<file path="src/verilog/dcp_defines.vh">
`ifndef DCP_DEFINES_VH
`define DCP_DEFINES_VH

// ****************************************
// Command codes {ras_n, cas_n, we_n}
// ****************************************
`define DCP_CMD_MRS 3'h0
`define DCP_CMD_REF 3'h1
`define DCP_CMD_PRE 3'h2
`define DCP_CMD_ACT 3'h3
`define DCP_CMD_WR 3'h4
`define DCP_CMD_RD 3'h5
`define DCP_CMD_NOP 3'h7

// ****************************************
// Power states
// ****************************************
`define DCP_PS_ACT 2'h0
`define DCP_PS_PPD 2'h1
`define DCP_PS_APD 2'h2
`define DCP_PS_SREF 2'h3

// ****************************************
// Mode register fields
// ****************************************
`define DCP_BA_EMR1 3'h1
`define DCP_EMR_RTT0 2
`define DCP_EMR_RTT1 6
`define DCP_EMR_RDQS 11
`define DCP_A_AUTOPRE 10
`define DCP_EMR_RST 14'h0000

// ****************************************
// Burst timing, in CK periods and beats
// ****************************************
`define DCP_RD_LAT 3
`define DCP_BURST_LEN 4

`endif

</file>
<file path="src/verilog/dcp_ctrl_pins.v">
`include "dcp_defines.vh"

module dcp_ctrl_pins #(
  parameter LANES = 1,
  parameter RL = `DCP_RD_LAT,
  parameter BL = `DCP_BURST_LEN
) (
  // Clock and reset
  input wire CLOCK,
  input wire NRST,
  // Differential clock and control pins
  input wire CK,
  input wire CK_N,
  input wire CKE,
  input wire CS_N,
  input wire RAS_N,
  input wire CAS_N,
  input wire WE_N,
  input wire [2:0] BA,
  input wire [13:0] ADDR,
  input wire ODT,
  // Data, strobe and mask pins
  input wire [8*LANES-1:0] DQ_IN,
  output wire [8*LANES-1:0] DQ_OUT,
  output wire DQ_OE,
  input wire [LANES-1:0] DQS_IN,
  output wire [LANES-1:0] DQS_OUT,
  output wire [LANES-1:0] DQS_N_OUT,
  output wire DQS_OE,
  input wire [LANES-1:0] DM_IN,
  output wire RDQS_OUT,
  output wire RDQS_N_OUT,
  output wire RDQS_OE,
  // Termination enables
  output reg TERM_DQ_EN,
  output reg [LANES-1:0] TERM_DQS_EN,
  output reg [LANES-1:0] TERM_DM_EN,
  // Power and buffer control
  output reg INT_CLK_EN,
  output reg OUT_DRV_EN,
  output reg BUF_CLK_EN,
  output reg BUF_CMD_EN,
  output reg BUF_ODT_EN,
  output reg BUF_CKE_EN,
  output reg [1:0] PWR_STATE,
  output reg [7:0] BANK_OPEN,
  // Decoded command and write beats
  output reg CMD_VALID,
  output reg [2:0] CMD_CODE,
  output reg WR_BEAT,
  output reg [8*LANES-1:0] WR_DATA,
  output reg [LANES-1:0] WR_KEEP
);

  localparam DW = 8 * LANES;
  localparam SW = 25 + DW + 2 * LANES;
  localparam [1:0] PS_ACT = `DCP_PS_ACT;
  localparam [1:0] PS_PPD = `DCP_PS_PPD;
  localparam [1:0] PS_APD = `DCP_PS_APD;
  localparam [1:0] PS_SREF = `DCP_PS_SREF;
  localparam [3:0] BL_W = BL;

  // ****************************************
  // Pin synchronisers
  // ****************************************
  wire [SW-1:0] pins_s;
  wire ck_s, ckn_s, cke_s, cs_n_s, odt_s;
  wire [2:0] cmd_s;
  wire [2:0] ba_s;
  wire [13:0] a_s;
  wire [DW-1:0] dq_s;
  wire [LANES-1:0] dqs_s;
  wire [LANES-1:0] dm_s;

  dcp_sync #(.W(SW)) u_sync (
    .clk(CLOCK),
    .rst_n(NRST),
    .d({CK, CK_N, CKE, CS_N, RAS_N, CAS_N, WE_N, BA, ADDR, ODT,
        DQ_IN, DQS_IN, DM_IN}),
    .q(pins_s)
  );

  assign {ck_s, ckn_s, cke_s, cs_n_s, cmd_s, ba_s, a_s, odt_s,
          dq_s, dqs_s, dm_s} = pins_s;

  // ****************************************
  // Crossing detection
  // ****************************************
  reg ck_hi_p_r;
  reg ck_lo_p_r;
  reg dqs_p_r;
  wire ck_hi = ck_s & ~ckn_s;
  wire ck_lo = ~ck_s & ckn_s;
  // Clock buffer is off in self refresh, so no crossings are seen
  wire clk_alive = PWR_STATE != PS_SREF;
  wire rise = clk_alive & ck_hi & ~ck_hi_p_r;
  wire fall = clk_alive & ck_lo & ~ck_lo_p_r;
  wire dqs_edge = dqs_s[0] ^ dqs_p_r;

  always @(posedge CLOCK or negedge NRST) begin
    if (!NRST) begin
      ck_hi_p_r <= 1'h0;
      ck_lo_p_r <= 1'h0;
      dqs_p_r <= 1'h0;
    end else begin
      ck_hi_p_r <= ck_hi;
      ck_lo_p_r <= ck_lo;
      dqs_p_r <= dqs_s[0];
    end
  end

  // ****************************************
  // Command decode
  // ****************************************
  reg [13:0] emr_r;
  wire rdqs_en = (LANES == 1) & emr_r[`DCP_EMR_RDQS];
  wire rtt_en = emr_r[`DCP_EMR_RTT0] | emr_r[`DCP_EMR_RTT1];
  // Commands only run in the active state with CKE held high
  wire cmd_take = rise & (PWR_STATE == PS_ACT) & cke_s;
  wire cmd_sel = cmd_take & ~cs_n_s;
  wire is_ref = cmd_s == `DCP_CMD_REF;
  wire all_idle = BANK_OPEN == 8'h00;

  reg [7:0] bank_nxt;
  reg [1:0] ps_nxt;

  always @* begin
    bank_nxt = BANK_OPEN;
    if (cmd_sel) begin
      case (cmd_s)
        `DCP_CMD_ACT: bank_nxt[ba_s] = 1'h1;
        `DCP_CMD_PRE: begin
          if (a_s[`DCP_A_AUTOPRE])
            bank_nxt = 8'h00;
          else
            bank_nxt[ba_s] = 1'h0;
        end
        `DCP_CMD_RD, `DCP_CMD_WR: begin
          if (a_s[`DCP_A_AUTOPRE])
            bank_nxt[ba_s] = 1'h0;
        end
        default: bank_nxt = BANK_OPEN;
      endcase
    end
  end

  // ****************************************
  // Power state machine
  // ****************************************
  always @* begin
    ps_nxt = PWR_STATE;
    case (PWR_STATE)
      PS_ACT: begin
        if (rise && !cke_s) begin
          if (!cs_n_s && is_ref && all_idle)
            ps_nxt = PS_SREF;
          else if (all_idle)
            ps_nxt = PS_PPD;
          else
            ps_nxt = PS_APD;
        end
      end
      PS_PPD, PS_APD: begin
        if (rise && cke_s)
          ps_nxt = PS_ACT;
      end
      PS_SREF: begin
        // No CK edge needed: the clock may be stopped here
        if (cke_s)
          ps_nxt = PS_ACT;
      end
      default: ps_nxt = PS_ACT;
    endcase
  end

  always @(posedge CLOCK or negedge NRST) begin
    if (!NRST) begin
      PWR_STATE <= PS_ACT;
      BANK_OPEN <= 8'h00;
      emr_r <= `DCP_EMR_RST;
      CMD_VALID <= 1'h0;
      CMD_CODE <= `DCP_CMD_NOP;
      INT_CLK_EN <= 1'h1;
      OUT_DRV_EN <= 1'h1;
      BUF_CLK_EN <= 1'h1;
      BUF_CMD_EN <= 1'h1;
      BUF_ODT_EN <= 1'h1;
      BUF_CKE_EN <= 1'h1;
    end else begin
      PWR_STATE <= ps_nxt;
      BANK_OPEN <= bank_nxt;
      CMD_VALID <= cmd_sel;
      CMD_CODE <= cmd_sel ? cmd_s : `DCP_CMD_NOP;
      if (cmd_sel && cmd_s == `DCP_CMD_MRS && ba_s == `DCP_BA_EMR1)
        emr_r <= a_s;
      INT_CLK_EN <= ps_nxt == PS_ACT;
      OUT_DRV_EN <= ps_nxt == PS_ACT;
      BUF_CMD_EN <= ps_nxt == PS_ACT;
      BUF_CLK_EN <= ps_nxt != PS_SREF;
      BUF_ODT_EN <= ps_nxt != PS_SREF;
      BUF_CKE_EN <= 1'h1;
    end
  end

  // ****************************************
  // On-die termination
  // ****************************************
  always @(posedge CLOCK or negedge NRST) begin
    if (!NRST) begin
      TERM_DQ_EN <= 1'h0;
      TERM_DQS_EN <= {LANES{1'h0}};
      TERM_DM_EN <= {LANES{1'h0}};
    end else if (PWR_STATE == PS_SREF) begin
      TERM_DQ_EN <= 1'h0;
      TERM_DQS_EN <= {LANES{1'h0}};
      TERM_DM_EN <= {LANES{1'h0}};
    end else if (rise) begin
      // Sampled in power-down too, its buffer stays alive
      TERM_DQ_EN <= odt_s & rtt_en;
      TERM_DQS_EN <= {LANES{odt_s & rtt_en}};
      TERM_DM_EN <= {LANES{odt_s & rtt_en}};
    end
  end

  // ****************************************
  // Read burst
  // ****************************************
  wire rd_dqs;
  wire rd_start = cmd_sel & (cmd_s == `DCP_CMD_RD);
  // Zero-extended so the x16 seed never reads past the address bits
  wire [DW+13:0] seed_w = {{DW{1'h0}}, a_s};

  dcp_rd_burst #(.DW(DW), .RL(RL), .BL(BL)) u_rd (
    .clk(CLOCK),
    .rst_n(NRST),
    .rise(rise),
    .fall(fall),
    .start(rd_start),
    .seed(seed_w[DW-1:0]),
    .rdqs_en(rdqs_en),
    .dq_r(DQ_OUT),
    .dq_oe_r(DQ_OE),
    .dqs_r(rd_dqs),
    .rdqs_oe_r(RDQS_OE)
  );

  // Every lane strobe and the read strobe share one flop
  assign DQS_OUT = {LANES{rd_dqs}};
  assign DQS_N_OUT = ~DQS_OUT;
  assign DQS_OE = DQ_OE;
  assign RDQS_OUT = rd_dqs;
  assign RDQS_N_OUT = ~rd_dqs;

  // ****************************************
  // Write beats
  // ****************************************
  reg wr_open_r;
  reg [3:0] wr_cnt_r;

  always @(posedge CLOCK or negedge NRST) begin
    if (!NRST) begin
      wr_open_r <= 1'h0;
      wr_cnt_r <= 4'h0;
      WR_BEAT <= 1'h0;
      WR_DATA <= {DW{1'h0}};
      WR_KEEP <= {LANES{1'h0}};
    end else begin
      WR_BEAT <= 1'h0;
      if (cmd_sel && cmd_s == `DCP_CMD_WR) begin
        wr_open_r <= 1'h1;
        wr_cnt_r <= 4'h0;
      end else if (wr_open_r && dqs_edge) begin
        // Lower strobe times the whole word at every lane count
        WR_BEAT <= 1'h1;
        WR_DATA <= dq_s;
        // Mask sampled on both strobe edges, ignored in RDQS mode
        WR_KEEP <= rdqs_en ? {LANES{1'h1}} : ~dm_s;
        wr_cnt_r <= wr_cnt_r + 4'h1;
        if (wr_cnt_r == BL_W - 4'h1)
          wr_open_r <= 1'h0;
      end
    end
  end

endmodule // dcp_ctrl_pins

</file>
<file path="src/verilog/dcp_rd_burst.v">
// ****************************************
// Read burst: data and strobe on both CK crossings
// ****************************************
module dcp_rd_burst #(
  parameter DW = 8,
  parameter RL = 3,
  parameter BL = 4
) (
  // Clock and reset
  input wire clk,
  input wire rst_n,
  // CK crossings and request
  input wire rise,
  input wire fall,
  input wire start,
  input wire [DW-1:0] seed,
  input wire rdqs_en,
  // Pin drive
  output reg [DW-1:0] dq_r,
  output reg dq_oe_r,
  output reg dqs_r,
  output reg rdqs_oe_r
);

  localparam [3:0] RL_M1 = RL - 1;
  localparam [3:0] BL_W = BL;

  reg busy_r;
  reg drive_r;
  reg [3:0] lat_r;
  reg [3:0] beat_r;
  reg [DW-1:0] base_r;
  wire [DW-1:0] next_word = base_r + {{(DW-4){1'h0}}, beat_r};

  always @(posedge clk or negedge rst_n) begin
    if (!rst_n) begin
      busy_r <= 1'h0;
      drive_r <= 1'h0;
      lat_r <= 4'h0;
      beat_r <= 4'h0;
      base_r <= {DW{1'h0}};
      dq_r <= {DW{1'h0}};
      dq_oe_r <= 1'h0;
      dqs_r <= 1'h0;
      rdqs_oe_r <= 1'h0;
    end else if (start) begin
      // A new read restarts the burst
      busy_r <= 1'h1;
      drive_r <= 1'h0;
      lat_r <= RL_M1;
      beat_r <= 4'h0;
      base_r <= seed;
    end else if (busy_r && (rise || fall)) begin
      if (!drive_r) begin
        if (rise && lat_r == 4'h0) begin
          drive_r <= 1'h1;
          dq_oe_r <= 1'h1;
          rdqs_oe_r <= rdqs_en;
          dqs_r <= 1'h1;
          dq_r <= base_r;
          beat_r <= 4'h1;
        end else if (rise) begin
          lat_r <= lat_r - 4'h1;
        end
      end else if (beat_r == BL_W) begin
        busy_r <= 1'h0;
        drive_r <= 1'h0;
        dq_oe_r <= 1'h0;
        rdqs_oe_r <= 1'h0;
        dqs_r <= 1'h0;
      end else begin
        // Edge aligned: strobe follows the crossing direction
        dq_r <= next_word;
        dqs_r <= rise;
        beat_r <= beat_r + 4'h1;
      end
    end
  end

endmodule // dcp_rd_burst

</file>
<file path="src/verilog/dcp_sync.v">
// ****************************************
// Two-stage synchroniser for pin inputs
// ****************************************
module dcp_sync #(
  parameter W = 1
) (
  // Clock and reset
  input wire clk,
  input wire rst_n,
  // Data
  input wire [W-1:0] d,
  output reg [W-1:0] q
);

  reg [W-1:0] meta_r;

  // First stage feeds only the second stage
  always @(posedge clk or negedge rst_n) begin
    if (!rst_n) begin
      meta_r <= {W{1'h0}};
      q <= {W{1'h0}};
    end else begin
      meta_r <= d;
      q <= meta_r;
    end
  end

endmodule // dcp_sync
</file>
<file path="config.mk">
export PLATFORM = sky130hd
export DESIGN_NAME = dcp_ctrl_pins
export DESIGN_NICKNAME = d
export VERILOG_FILES = /design/src/verilog/dcp_ctrl_pins.v /design/src/verilog/dcp_rd_burst.v /design/src/verilog/dcp_sync.v
export VERILOG_INCLUDE_DIRS = /design/src /design/src/verilog
export SDC_FILE = /design/constraint.sdc
export NUM_CORES = 1
export LEC_CHECK = 0
export BUFFER_PORTS_ARGS = -buffer_cell sky130_fd_sc_hd__buf_2
export CAP_MARGIN = 0
export CORE_AREA = 2 2 133 135
export CTS_BUF_LIST = sky130_fd_sc_hd__clkbuf_16
export CTS_CLUSTER_SIZE = 25
export DETAILED_ROUTE_END_ITERATION = 10
export DIE_AREA = 0 0 135 137
export PLACE_DENSITY = 0.45
export SYNTH_ARGS = -nofsm -noshare
export SYNTH_HDL_FRONTEND = slang
export SYNTH_SLANG_ARGS = --single-unit
</file>
<file path="constraint.sdc">
create_clock -name CLOCK -period 4.3 [get_ports CLOCK]
set_input_delay 0.86 -clock CLOCK [delete_from_list [all_inputs] [get_ports CLOCK]]
set_output_delay 0.86 -clock CLOCK [all_outputs]
set_load 0.005 [all_outputs]
</file>
== Word-level counts from Yosys, hierarchy flattened ==
Cells that the tools add are included.

* Bits in registers: 146
* Bits in latches: 0
* Bits in writable memories: 0
* ROM bits: 0
* Bits of input ports: 37
* Output and inout bits: 48
* Logic and storage cells: 167
* Memories kept: 0

* $add $sub $neg: 4
* Multiply operators: 0
* Divide/modulo/power cells: 0
* $lt $le $gt $ge: 2
* Equality and inequality tests: 19
* Shift operators: 0
* Mux-type cells: 50
* Bitwise gates (word level): 25
* Reduce and logical (&&, ||, !) cells: 40

{| class="wikitable"
|+ Operators by type and width
! operator !! count
|-
| two-way mux 4 bit || 12
|-
| two-way mux 8 bit || 5
|-
| two-way mux 1 bit || 24
|-
| one-hot mux 8 bit (3 select lines) || 1
|-
| nonzero test 2 bit || 8
|-
| inequality test 2 bit (second input constant) || 6
|-
| AND reduction 3 bit || 4
|-
| AND reduction 4 bit || 3
|-
| AND 1 bit || 11
|-
| logical AND 1 bit || 11
|-
| two-way mux 2 bit || 5
|-
| NOT 1 bit || 9
|-
| adder 4 x 1 -> 4 bit (second input constant) || 2
|-
| adder 8 x 4 -> 8 bit || 1
|-
| AND 8 bit || 1
|-
| logical NOT 8 bit || 1
|-
| NOT 8 bit || 1
|-
| OR 8 bit || 1
|-
| == test 3 x 1 -> 1 bit (second input constant) || 2
|-
| == test 3 x 2 -> 1 bit (second input constant) || 2
|-
| == test 3 bit (second input constant) || 2
|-
| one-hot mux 2 bit (3 select lines) || 1
|-
| nonzero test 3 bit || 2
|-
| == test 2 bit (second input constant) || 2
|-
| 19 further kinds || 23
|}

== Depth between registers and ports, before layout ==
Gate-level depths: netlist (run 1).

* Word-level depth: 10
* Depth in mapped cells: 8
* Gate-level depth less buffers: 6

== Cells and area by module ==
A second synthesis (run 1) with hierarchy kept.

* Cell total of the unflattened synthesis: 397
* Area total of the unflattened synthesis: 5221.3 um^2

{| class="wikitable"
|+ Modules (own cells, without submodules)
! module !! times used !! cells an instance !! area each (um^2) !! seq. area each (um^2)
|-
| dcp_ctrl_pins || 1 || 177 || 1944.4 || 957.2
|-
| dcp_sync || 1 || 70 || 1751.7 || 1751.7
|-
| dcp_rd_burst || 1 || 150 || 1525.2 || 725.7
|}

== Worst setup path before layout (run 1) ==
OpenSTA, ideal clock, no wires.

* Path type: reg-to-reg
* From: reg PWR_STATE[0]
* To: reg u_rd.dq_r[0]
* Library setup time: 0.125 ns
* Arrival: 2.412 ns
* Data required time: 4.175 ns
* Path slack: 1.763 ns
* Cell stages (with the launch flop): 7
* Path buffers: 1
* Clock period less this slack: 2.537 ns
* Cells stage by stage: dfrtp_1 ha_1 clkbuf_1 nor4b_2 a21oi_1 nor4_4 mux2_2

* Cells in the longest elaborated chain, start to end: 9
* Elaborated cells on any way between the ends: 16
* Classes of those cells: eq/ne (1); bitwise (9); reduce/logical (6)

{| class="wikitable"
|+ Ends and longest elaborated chain
! what !! RTL line !! RTL
|-
| start, declared || dcp_ctrl_pins.v:45 || <nowiki>output reg [1:0] PWR_STATE,</nowiki>
|-
| start signal, assigned || dcp_ctrl_pins.v:190 || <nowiki>PWR_STATE <= ps_nxt;</nowiki>
|-
| inequality test 2 bit || dcp_ctrl_pins.v:95 || <nowiki>wire clk_alive = PWR_STATE != PS_SREF;</nowiki>
|-
| AND 1 bit (2 in a row) || dcp_ctrl_pins.v:96 || <nowiki>wire rise = clk_alive & ck_hi & ~ck_hi_p_r;</nowiki>
|-
| AND 1 bit (2 in a row) || dcp_ctrl_pins.v:119 || <nowiki>wire cmd_take = rise & (PWR_STATE == PS_ACT) & cke_s;</nowiki>
|-
| AND 1 bit || dcp_ctrl_pins.v:120 || <nowiki>wire cmd_sel = cmd_take & ~cs_n_s;</nowiki>
|-
| AND 1 bit || dcp_ctrl_pins.v:229 || <nowiki>wire rd_start = cmd_sel & (cmd_s == `DCP_CMD_RD);</nowiki>
|-
| NOT 1 bit (no line) || -- ||
|-
| AND reduction 4 bit (no line) (*) || -- ||
|-
| end signal, assigned || dcp_rd_burst.v:42 || <nowiki>dq_r <= {DW{1'h0}};</nowiki>
|-
| end signal, assigned || dcp_rd_burst.v:60 || <nowiki>dq_r <= base_r;</nowiki>
|-
| end signal, assigned || dcp_rd_burst.v:73 || <nowiki>dq_r <= next_word;</nowiki>
|-
| end, declared || dcp_rd_burst.v:19 || <nowiki>output reg [DW-1:0] dq_r,</nowiki>
|}

Every way passes the cells marked *; elsewhere a longest branch is shown, timed or not.
A chain may end at the register's enable or synchronous reset.

== Worst setup path after layout (run 1) ==
* From: reg PWR_STATE[0]
* To: reg BANK_OPEN[2]

* Cells in the longest elaborated chain, start to end: 7
* Elaborated cells on any way between the ends: 8
* Classes of those cells: eq/ne (1); bitwise (5); reduce/logical (2)

{| class="wikitable"
|+ Ends and longest elaborated chain
! what !! RTL line !! RTL
|-
| inequality test 2 bit || dcp_ctrl_pins.v:95 ||
|-
| AND 1 bit (2 in a row) || dcp_ctrl_pins.v:96 ||
|-
| AND 1 bit (*) (2 in a row) || dcp_ctrl_pins.v:119 ||
|-
| AND 1 bit (*) || dcp_ctrl_pins.v:120 ||
|-
| AND reduction 3 bit (no line) (*) || -- ||
|-
| end signal, assigned || dcp_ctrl_pins.v:191 || <nowiki>BANK_OPEN <= bank_nxt;</nowiki>
|-
| end, declared || dcp_ctrl_pins.v:46 || <nowiki>output reg [7:0] BANK_OPEN,</nowiki>
|}

Marked as above.

==> run summary, run 1 <==
Power Dens Cells -> 570 nW/um^2
Pin count of the biggest net entering global routing -> 87
Max Root-Sink Buffers -> 2
Most numerous cell in the Yosys netlist -> dfrtp_1
Layout Nets -> 540
Outcome -> complete, no violations
Library cells used by synthesis -> 60
CTS resizes -> 0
Number of synthesized register bits -> 129
I/O pins -> 85
Final wirelength -> 10500 um
Tightest Pin Transition -> 0.931 ns
Async SR Flop Fraction -> 1.00
Core area -> 17100 sq um
Slew Limit Fails -> 0
Reg clk slew, reported paths -> 0.06 ns
Final Util -> 0.371
Required @ worst endpoint -> 4.60 ns
DIE WIDTH -> 135 um
Synth Instances -> 412
P_leak -> 2.91 nW
Filler cells -> 1717
Max-Cap Viols -> 0
Initial antenna violation count -> 0
Diode count -> 0
Net Count, Synth -> 462
Fin crit share -> 0.673
Post-DP HPWL -> 7240 um
Grt ovf -> 0
Floorplan row count -> 48
Vias in the first global route -> 3442
Share of cells above drive strength 1 -> 0.304
Top post-synthesis cells by count -> 124 x dfrtp_1, 26 x nand2_1, 25 x mux2_2, 20 x nor2_1, 15 x inv_1
Sink Count -> 129
Final Hold Fails -> 0
Wire per inst -> 14.5 um
Max Freq -> 346 MHz
Number of enable flip-flop cells after synthesis -> 0
Top_reg_cell synth -> dfrtp_1
Synth area leaders -> dfrtp_1 60%, mux2_2 5.4%, ha_1 2.9%, dfstp_2 2.5%, nand2_1 1.9%
Via count -> 3391
Overall die height -> 137 um
Worst Hold Class -> register to register
Min Clock Period, post-route -> 2.89 ns
Post-route ant nets -> 0
# setup viols final -> 0
First-pass GRT wire length -> 17700 um
Via density per instance -> 4.66
Crit path max fanout -> 11
Die area -> 18500 sq um
Drt initial violations -> 162
Setup CP Type -> register to register
Initial core utilization -> 0.303
Worst skew pair latency -> 0.41 ns
Slew headroom -> 0.377
Top cell type's share of synthesized area -> 0.600
Synthesized area -> 5170 sq um
Total CTS buffers -> 17
Tot GR Track Use -> 0.125
Register area share after synthesis -> 0.625
First-pass detailed-route iteration total -> 4
# DRC -> 0
Hold_buf cts -> 0
Average cell area after synthesis -> 12.6 sq um
RSZ-0062 raised after global routing -> no
Post-CTS Setup Repair Bufs -> 0
Post-synth top area cell -> dfrtp_1
Max VDD drop -> 0.316 mV
Post-Route Skew -> 0.00502 ns
Critical Path Sink Type -> register
Critical path arrival -> 3.19 ns
CP Launch Type -> register
CTS H-tree depth -> 4
PortBufs -> 79
Gp weighted congestion -> 0.837
CTS root buffer -> clkbuf_16
Post-route setup TNS -> 0 ns
CTS tree -> built
Area Overhead vs Synth -> 22.4%
Ys Warns -> 0
-- critical path, stage by stage, from the launching register on --
cell,delay (ns)
dfrtp_1,0.41
ha_1,0.36
or4b_1,0.57
or4_1,0.65
or3_1,0.50
o41ai_1,0.29
-- cells by family after synthesis --
kind of cell	count (synthesis)	share of synthesized area
compound gates	76	0.0965
xor+xnor	9	0.0152
fa+ha+maj	13	0.0329
buf+inv	39	0.0356
flops	129	0.625
mux	25	0.0544
other cells	1	0.000725
simple gates	120	0.139
-- cell usage in the layout (no fill, tap or decap), drive strengths merged, types with 9 or more instances in the layout --
master,netlist,final
nor2b,9,9
o21ai,18,18
ha,12,12
nor2,20,20
dfrtp,124,124
clkbuf,10,17
buf,14,83
inv,15,17
a31oi,10,10
nor3,10,10
o41ai,9,9
a21oi,13,13
nand2,26,26
mux2,25,25
-- layout make-up --
class	instances	area [sq um]	area share
clock inverters	15	148	0.0233
clock buffers	17	425	0.0672
repair buffers	83	432	0.0682
inverters	15	56.3	0.00889
multi-input cells	244	1750	0.277
flip-flops and latches	129	3230	0.511
well taps	225	282	0.0445
-- path summary, 6_finish.rpt --
path / cells past startpoint / slack [ns] / end / startpoint
worst max-delay path: 5 / 1.41 / BANK_OPEN[2] / PWR_STATE[0]
worst min-delay path: 0 / 0.34 / u_sync.q[27] / u_sync.meta_r[27]
worst max register to register: 5 / 1.41 / BANK_OPEN[2] / PWR_STATE[0]
worst min register to register: 0 / 0.34 / u_sync.q[27] / u_sync.meta_r[27]
max in group asynchronous: 2 / 2.91 / CMD_CODE[1] / NRST
min in group asynchronous: 1 / 0.48 / u_sync.meta_r[14] / NRST
-- state kept, by name (all words and copies together) (netlist names), 4 cells and up --
signal and cells:
wr_cnt_r 4, u_rd.beat_r 4, WR_DATA 8, u_rd.lat_r 4, u_sync.q 31, BANK_OPEN 8
u_rd.dq_r 8, u_rd.base_r 8, u_sync.meta_r 31
-- layer usage --
| metal | vias up | track usage | part of all wire |
|---|---|---|---|
| li1 | 1627 | - | - |
| met1 | 1653 | 0.164 | 0.47 |
| met2 | 95 | 0.185 | 0.46 |
| met3 | 16 | 0.0422 | 0.059 |
| met4 | 0 | 0.0596 | 0.018 |
| met5 | - | 0 | 0 |
-- power breakdown --
| part | switching [mW] | internal [mW] |
|---|---|---|
| Clock | 0.525 | 0.846 |
| Sequential | 0.153 | 1.40 |
| Combinational | 0.355 | 0.328 |
| Total | 1.03 | 2.57 |
-- per-stage QoR --
stage,setup slack [ns],hold slack (ns),power (mW),cells,cell area (sq um)
after global placement,1.43,0.333,2.24,696,5760
after CTS,1.38,0.343,3.67,728,6330
after global routing,1.21,0.352,3.85,728,6330
final,1.41,0.342,3.61,728,6330
after floorplan,1.76,0.331,2.01,412,5170
after detailed placement,1.40,0.335,2.26,696,5760
Note: power is estimated with default switching activity, not from simulation.
==> run 2: changes to the inputs <==
Settings changed: ABC_AREA set to 1, CORE_AREA 2 2 133 135 to 2 2 135 137, DIE_AREA 0 0 135 137 to 0 0 137 139.
Clock period 4.3 ns to 2.8 ns, I/O delays scaled along.
==> run 2 against run 1 <==
Compared with the run above: total power increased by 53%; cell area rose by 4.1%; critical path type unchanged; clock skew grew 0.0012 ns; critical endpoint is now u_rd.lat_r[0]; largest cell class unchanged; largest power group unchanged; synthesized cell count increased by 34%; first-iteration DRC count grew 8.0%.
==> run summary, run 2 <==
Outcome -> complete, no violations
Setup CP Type -> register to register
PnR worst setup slack -> 0.650 ns (-0.757 ns)
Commonest non-fill, non-tap cell in the layout -> nand2_1
CTS tree -> built
P_leak -> 3.46 nW (+19%)
Sink Count -> 129 (unchanged)
Max-Cap Viols -> 0 (unchanged)
Max VDD drop -> 0.494 mV (+56%)
Average cell area after synthesis -> 9.69 sq um (-23%)
Fin crit share -> 0.768 (+0.0950)
Core area -> 17700 sq um (+3.5%)
Async SR Flop Fraction -> 1.00 (unchanged)
Initial core utilization -> 0.303 (about the same)
Slew Limit Fails -> 0 (unchanged)
PortBufs -> 79 (unchanged)
R2r startpoint -> PWR_STATE[0]
Worst skew pair latency -> 0.41 ns (about the same)
Post-DP HPWL -> 7500 um (+3.6%)
Total power draw -> 5.51 mW (+53%)
# DRC -> 0 (unchanged)
Area Overhead vs Synth -> 23.2%
Worst Hold Class -> input pin to async pin
Number of enable flip-flop cells after synthesis -> 0 (unchanged)
Max Root-Sink Buffers -> 2 (unchanged)
Biggest regs -> u_sync.meta_r x31, u_sync.q x31
Net Count, Synth -> 602 (+30%)
Gp weighted congestion -> 0.815 (-2.6%)
Synthesized area -> 5350 sq um (+3.4%)
Min Clock Period, post-route -> 2.15 ns (-0.743 ns)
Post-route setup TNS -> 0 ns (unchanged)
Synth Instances -> 552 (+34%)
Post-CTS Setup Repair Bufs -> 0 (unchanged)
Most numerous cell in the Yosys netlist -> nand2_1
CTS root buffer -> clkbuf_16
Initial antenna violation count -> 0 (unchanged)
Number of synthesized register bits -> 129 (unchanged)
Critical path arrival -> 2.44 ns (-0.75 ns)
Vias in the first global route -> 3789 (+10%)
Diode count -> 0 (unchanged)
I/O pins -> 85 (unchanged)
CP Capture Point -> u_rd.lat_r[0]
Crit. Startpoint -> PWR_STATE[0]
Reg clk slew, reported paths -> 0.05 ns (about the same)
Overall die height -> 139 um (+1.5%)
Filler cells -> 1786 (+4.0%)
# setup viols final -> 0 (unchanged)
Reg2Reg Depth -> 9 (+4)
Grt ovf -> 0 (unchanged)
Top cell type's share of synthesized area -> 0.580 (-0.0199)
Layout Nets -> 688 (+27%)
Max Freq -> 465 MHz (+35%)
Crit Reg-Reg Endpoint -> u_rd.lat_r[0]
Pin count of the biggest net entering global routing -> 80 (-8.0%)
DIE WIDTH -> 137 um (+1.5%)
Top_reg_cell synth -> dfrtp_1
Register area share after synthesis -> 0.605 (-0.0208)
Post-Route Skew -> 0.00624 ns (+0.00122 ns)
Required @ worst endpoint -> 3.09 ns (-1.51 ns)
Share of cells above drive strength 1 -> 0.209 (-0.0953)
CP Launch Type -> register
Final Hold Fails -> 0 (unchanged)
Total CTS buffers -> 17 (unchanged)
Post-synth top area cell -> dfrtp_1
Ys Warns -> 0 (unchanged)
Floorplan row count -> 49 (+2.1%)
Tot GR Track Use -> 0.123 (-0.00178)
First-pass GRT wire length -> 18400 um (+4.3%)
Die area -> 19000 sq um (+3.0%)
Power Dens Cells -> 836 nW/um^2 (+47%)
Worst R2R Setup Slack -> 0.65 ns (-0.76 ns)
Tightest Pin Transition -> 0.714 ns (-0.217 ns)
Library cells used by synthesis -> 36 (-40%)
Slew headroom -> 0.524 (+0.147)
Wire per inst -> 12.2 um (-16%)
Crit path max fanout -> 20 (+9)
Drt initial violations -> 175 (+8.0%)
Hold_buf cts -> 0 (unchanged)
Setup Slack @ Placement -> 0.644 ns (-0.755 ns)
First-pass detailed-route iteration total -> 4 (unchanged)
Top post-synthesis cells by count -> 189 x nand2_1, 124 x dfrtp_1, 52 x inv_1, 45 x nand3_1, 27 x nor2_1
Most frequent cells in the layout -> 189 x nand2_1, 124 x dfrtp_1, 78 x buf_2, 54 x inv_1, 45 x nand3_1
CTS H-tree depth -> 4 (unchanged)
Final wirelength -> 10700 um (+1.6%)
Post-route ant nets -> 0 (unchanged)
Critical Path Sink Type -> register
Via density per instance -> 4.35 (-6.5%)
Synth area leaders -> dfrtp_1 58%, nand2_1 13%, nand3_1 4.2%, inv_1 3.6%, ha_1 2.8%
Via count -> 3831 (+13%)
CTS resizes -> 0 (unchanged)
RSZ-0062 raised after global routing -> no
Final Util -> 0.373 (+0.00197)
run 2: changes by cell type in the layout (fill, tap and decap cells not counted), sizes merged, moves of 7 or more:
cell | before | now
nor2b | 9 | 0
inv | 17 | 57
nor2 | 20 | 32
nand4 | 4 | 21
o41ai | 9 | 0
nand2 | 26 | 191
a31oi | 10 | 0
o31ai | 7 | 0
a21oi | 13 | 6
mux2 | 25 | 0
nand3 | 5 | 51
run 2: cell type report:
| cell class | count | area (sq um) | share of cell area |
|---|---|---|---|
| timing repair buffer | 82 | 437 | 0.0663 |
| multi-input combinational | 351 | 1790 | 0.271 |
| tap | 229 | 287 | 0.0435 |
| inverter | 57 | 220 | 0.0334 |
| sequential | 129 | 3230 | 0.491 |
| clock inverter | 15 | 199 | 0.0302 |
| clock buffer | 17 | 425 | 0.0646 |
run 2: critical path, cell delays in order (launching register included):
cell and delay (ns):
dfrtp_1 0.41, ha_1 0.27, inv_1 0.15, nand3_4 0.16, nor2_8 0.16, nand3_2 0.36, o21ai_0 0.25, nand2_1 0.14
nand2_1 0.08, nand2_1 0.05
run 2: cell families after synthesis:
kind of cell | share of synthesized area
and+or+nand+nor | 0.262
DFF | 0.605
buffers and inverters | 0.0615
AOI/OAI and AO/OA | 0.0232
adders and majority gates | 0.0318
xor gates and xnor gates | 0.0164
other | 0.000701
run 2: stage by stage:
stage | hold slack, ns | instance area (sq um) | std cells
floorplan | 0.264 | 5350 | 552
global placement | 0.332 | 5960 | 848
detailed placement | 0.335 | 5960 | 848
CTS | 0.210 | 6590 | 880
global route | 0.231 | 6590 | 880
finish | 0.191 | 6590 | 880
run 2: report_power, final:
part | internal, mW | switching [mW]
Combinational | 0.362 | 0.509
Sequential | 2.13 | 0.188
Clock | 1.56 | 0.764
run 2: how the worst min path moves through the flow:
stage                   endpoint  slack, ns               from
global placement    u_sync.q[26]       0.33  u_sync.meta_r[26]
CTS                 BANK_OPEN[5]       0.21               NRST
detailed placement  u_sync.q[21]       0.33  u_sync.meta_r[21]
finish              BANK_OPEN[5]       0.19               NRST
global route        BANK_OPEN[3]       0.23               NRST
floorplan           BANK_OPEN[0]       0.26               NRST
run 2: routing by layer:
metal,GRT usage,up-vias,wire [um]
li1,-,1914,-
met1,0.160,1803,4940
met2,0.190,100,5070
met3,0.0413,14,534
met4,0.0429,0,171
met5,0,-,0
==> run 3: changes to the inputs <==
Clock period 2.8 ns to 2.2 ns, I/O delays scaled along.
==> run 3 against run 2 <==
Compared with the run above: die area stayed put; largest cell class unchanged; clock skew is 0.0019 ns lower; total power is 21% higher; critical endpoint is now u_rd.lat_r[3]; largest power group unchanged; highest routed layer unchanged.
==> run summary, run 3 (synthesis results as in run 2) <==
Outcome -> complete, no violations
Floorplan row count -> 49 (unchanged)
Wire per inst -> 12.0 um (-1.3%)
Final Hold Fails -> 0 (unchanged)
Commonest non-fill, non-tap cell in the layout -> nand2_1
Most frequent CP cell -> nand2_1
Slowest cell on crit path -> dfrtp_1
Gate power share -> 0.167 (+0.009)
Switching Share -> 0.280 (+0.0148)
Pin count of the biggest net entering global routing -> 47 (-41%)
Die area -> 19000 sq um (unchanged)
Tot GR Track Use -> 0.122 (-0.000432)
Non-filler instance count after layout -> 884 (+0.45%)
CTS resizes -> 0 (unchanged)
Layout Nets -> 694 (+0.87%)
Min Clock Period, post-route -> 1.92 ns (-0.233 ns)
Gp weighted congestion -> 0.798 (-2.0%)
Biggest regs -> u_sync.meta_r x31, u_sync.q x31
Via density per instance -> 4.28 (-1.6%)
Post-route setup TNS -> 0 ns (unchanged)
Final wirelength -> 10600 um (-0.83%)
Crit path max fanout -> 10 (-50%)
Multi-input logic area -> 1790 sq um (unchanged)
Clock power frac -> 0.392 (-0.029)
Core area -> 17700 sq um (unchanged)
Diode count -> 0 (unchanged)
Reg clk slew, reported paths -> 0.06 ns (about the same)
Area Overhead vs Synth -> 22.8%
Worst Hold Class -> input pin to register
Fin crit share -> 0.872 (+0.104)
Critical Path Sink Type -> register
First-pass GRT wire length -> 18200 um (-1.2%)
Setup Slack @ Placement -> 0.227 ns (-0.417 ns)
First-pass detailed-route iteration total -> 4 (unchanged)
Power Dens Cells -> 1020 nW/um^2 (+22%)
Grt ovf -> 0 (unchanged)
Max Freq -> 522 MHz (+12%)
I/O pins -> 85 (unchanged)
Worst skew pair latency -> 0.41 ns (about the same)
Sequential power share -> 0.441 (+0.020)
Setup CP Type -> register to register
Overall die height -> 139 um (unchanged)
# setup viols final -> 0 (unchanged)
FF/Latch Area -> 3230 sq um (unchanged)
Filler cells -> 1816 (+1.7%)
Initial core utilization -> 0.303 (unchanged)
Post-DP HPWL -> 7570 um (+0.91%)
Kind of cell adding the most delay to the critical path -> simple AND/OR/NAND/NOR gates
Post-Route Skew -> 0.00434 ns (-0.00191 ns)
Drt initial violations -> 205 (+17%)
Post-route ant nets -> 0 (unchanged)
CP Buf/Inv Count -> 1 (unchanged)
PortBufs -> 79 (unchanged)
NetSw -> 1.87 mW (+28%)
Internal -> 4.82 mW (+19%)
P_leak -> 3.46 nW (-0.16%)
Max Root-Sink Buffers -> 2 (unchanged)
Via count -> 3785 (-1.2%)
Share of cells above drive strength 1 -> 0.217 (+0.00788)
Max VDD drop -> 0.472 mV (-4.3%)
Vias in the first global route -> 3743 (-1.2%)
Critical path arrival -> 2.22 ns (-0.22 ns)
Required @ worst endpoint -> 2.50 ns (-0.59 ns)
Max-Cap Viols -> 0 (unchanged)
CTS tree -> built
CTS root buffer -> clkbuf_16
Largest stage delay on the critical path -> 0.41 ns (about the same)
CTS H-tree depth -> 4 (unchanged)
PnR worst setup slack -> 0.283 ns (-0.367 ns)
Most frequent cells in the layout -> 189 x nand2_1, 124 x dfrtp_1, 78 x buf_2, 52 x inv_1, 45 x nand3_1
CP cell instances -> ha_1 -> inv_1 -> nand3_4 -> nor2_8 -> nand3_2 -> o21ai_0 -> nand2_1 -> nand2_1 -> nand2_1
CP Launch Type -> register
Initial antenna violation count -> 0 (unchanged)
Sink Count -> 129 (unchanged)
# DRC -> 0 (unchanged)
Slew Limit Fails -> 0 (unchanged)
Total CTS buffers -> 17 (unchanged)
RSZ-0062 raised after global routing -> no
Placed insts -> 853 (+0.59%)
DIE WIDTH -> 137 um (unchanged)
==> run 3: changes by cell type in the layout (fill, tap and decap cells not counted) <==
| cell | before | now |
|---|---|---|
| buf_4 | 2 | 6 |
| inv_6 | 0 | 1 |
| clkinv_2 | 3 | 6 |
| inv_1 | 54 | 52 |
| bufinv_16 | 5 | 2 |
| dlygate4sd3_1 | 0 | 1 |
| buf_12 | 1 | 2 |
| clkinv_1 | 4 | 3 |
==> run 3: metrics by stage <==
step           power, mW  hold WS (ns)  area [sq um]  utilization
3_5_place_dp        4.13         0.335          6010        0.341
2_1_floorplan       3.70         0.144          5350            -
3_3_place_gp        4.10         0.332          6010        0.341
5_1_grt             7.12         0.105          6570        0.372
6_report            6.69         0.129          6570        0.372
4_1_cts             6.83         0.107          6570        0.372
==> run 3: cell type report <==
class / instances / area share
well taps: 229 / 0.0436
inverters: 57 / 0.0335
clock inverters: 13 / 0.0185
flip-flops and latches: 129 / 0.492
multi-input cells: 351 / 0.272
clock buffers: 17 / 0.0647
repair buffers: 88 / 0.0756
==> run 3: final timing paths <==
path	startpoint	end	slack (ns)	cells past startpoint
setup / recovery	PWR_STATE[0]	u_rd.lat_r[3]	0.28	9
hold / removal	DQ_IN[1]	u_sync.meta_r[3]	0.13	1
setup reg to reg	PWR_STATE[0]	u_rd.lat_r[3]	0.28	9
hold reg to reg	u_sync.meta_r[21]	u_sync.q[21]	0.34	0
max in group asynchronous	NRST	CMD_CODE[2]	1.02	3
min in group asynchronous	NRST	u_sync.q[25]	0.51	2
==> run 3: repair_timing <==
action	CTS	global route
hold endpoints to repair	44	0
buffers inserted	0	0
hold buffers	1	0
==> run 3: power by group through the flow <==
stage	clock network, mW	logic, mW	registers (mW)
floorplan	0	0.737	2.96
global placement	0	1.11	2.99
detailed placement	0	1.14	2.99
CTS	2.72	1.15	2.96
global route	2.83	1.29	3.00
finish	2.62	1.12	2.95
==> run 3: per-layer routing <==
layer  up-vias  share of wire  global-route usage
met4         0          0.015              0.0499
met1      1783           0.46               0.157
met3        13          0.053              0.0457
met5         -              0                   0
li1       1925              -                   -
met2        64           0.47               0.186
==> run 3: worst reg2reg max path: stages (launching register included) <==
cell and delay, ns:
dfrtp_1 0.41, ha_1 0.27, inv_1 0.15, nand3_4 0.16, nor2_8 0.16, nand3_2 0.20, o21ai_0 0.17, nand2_1 0.14
nand2_1 0.09, nand2_1 0.05
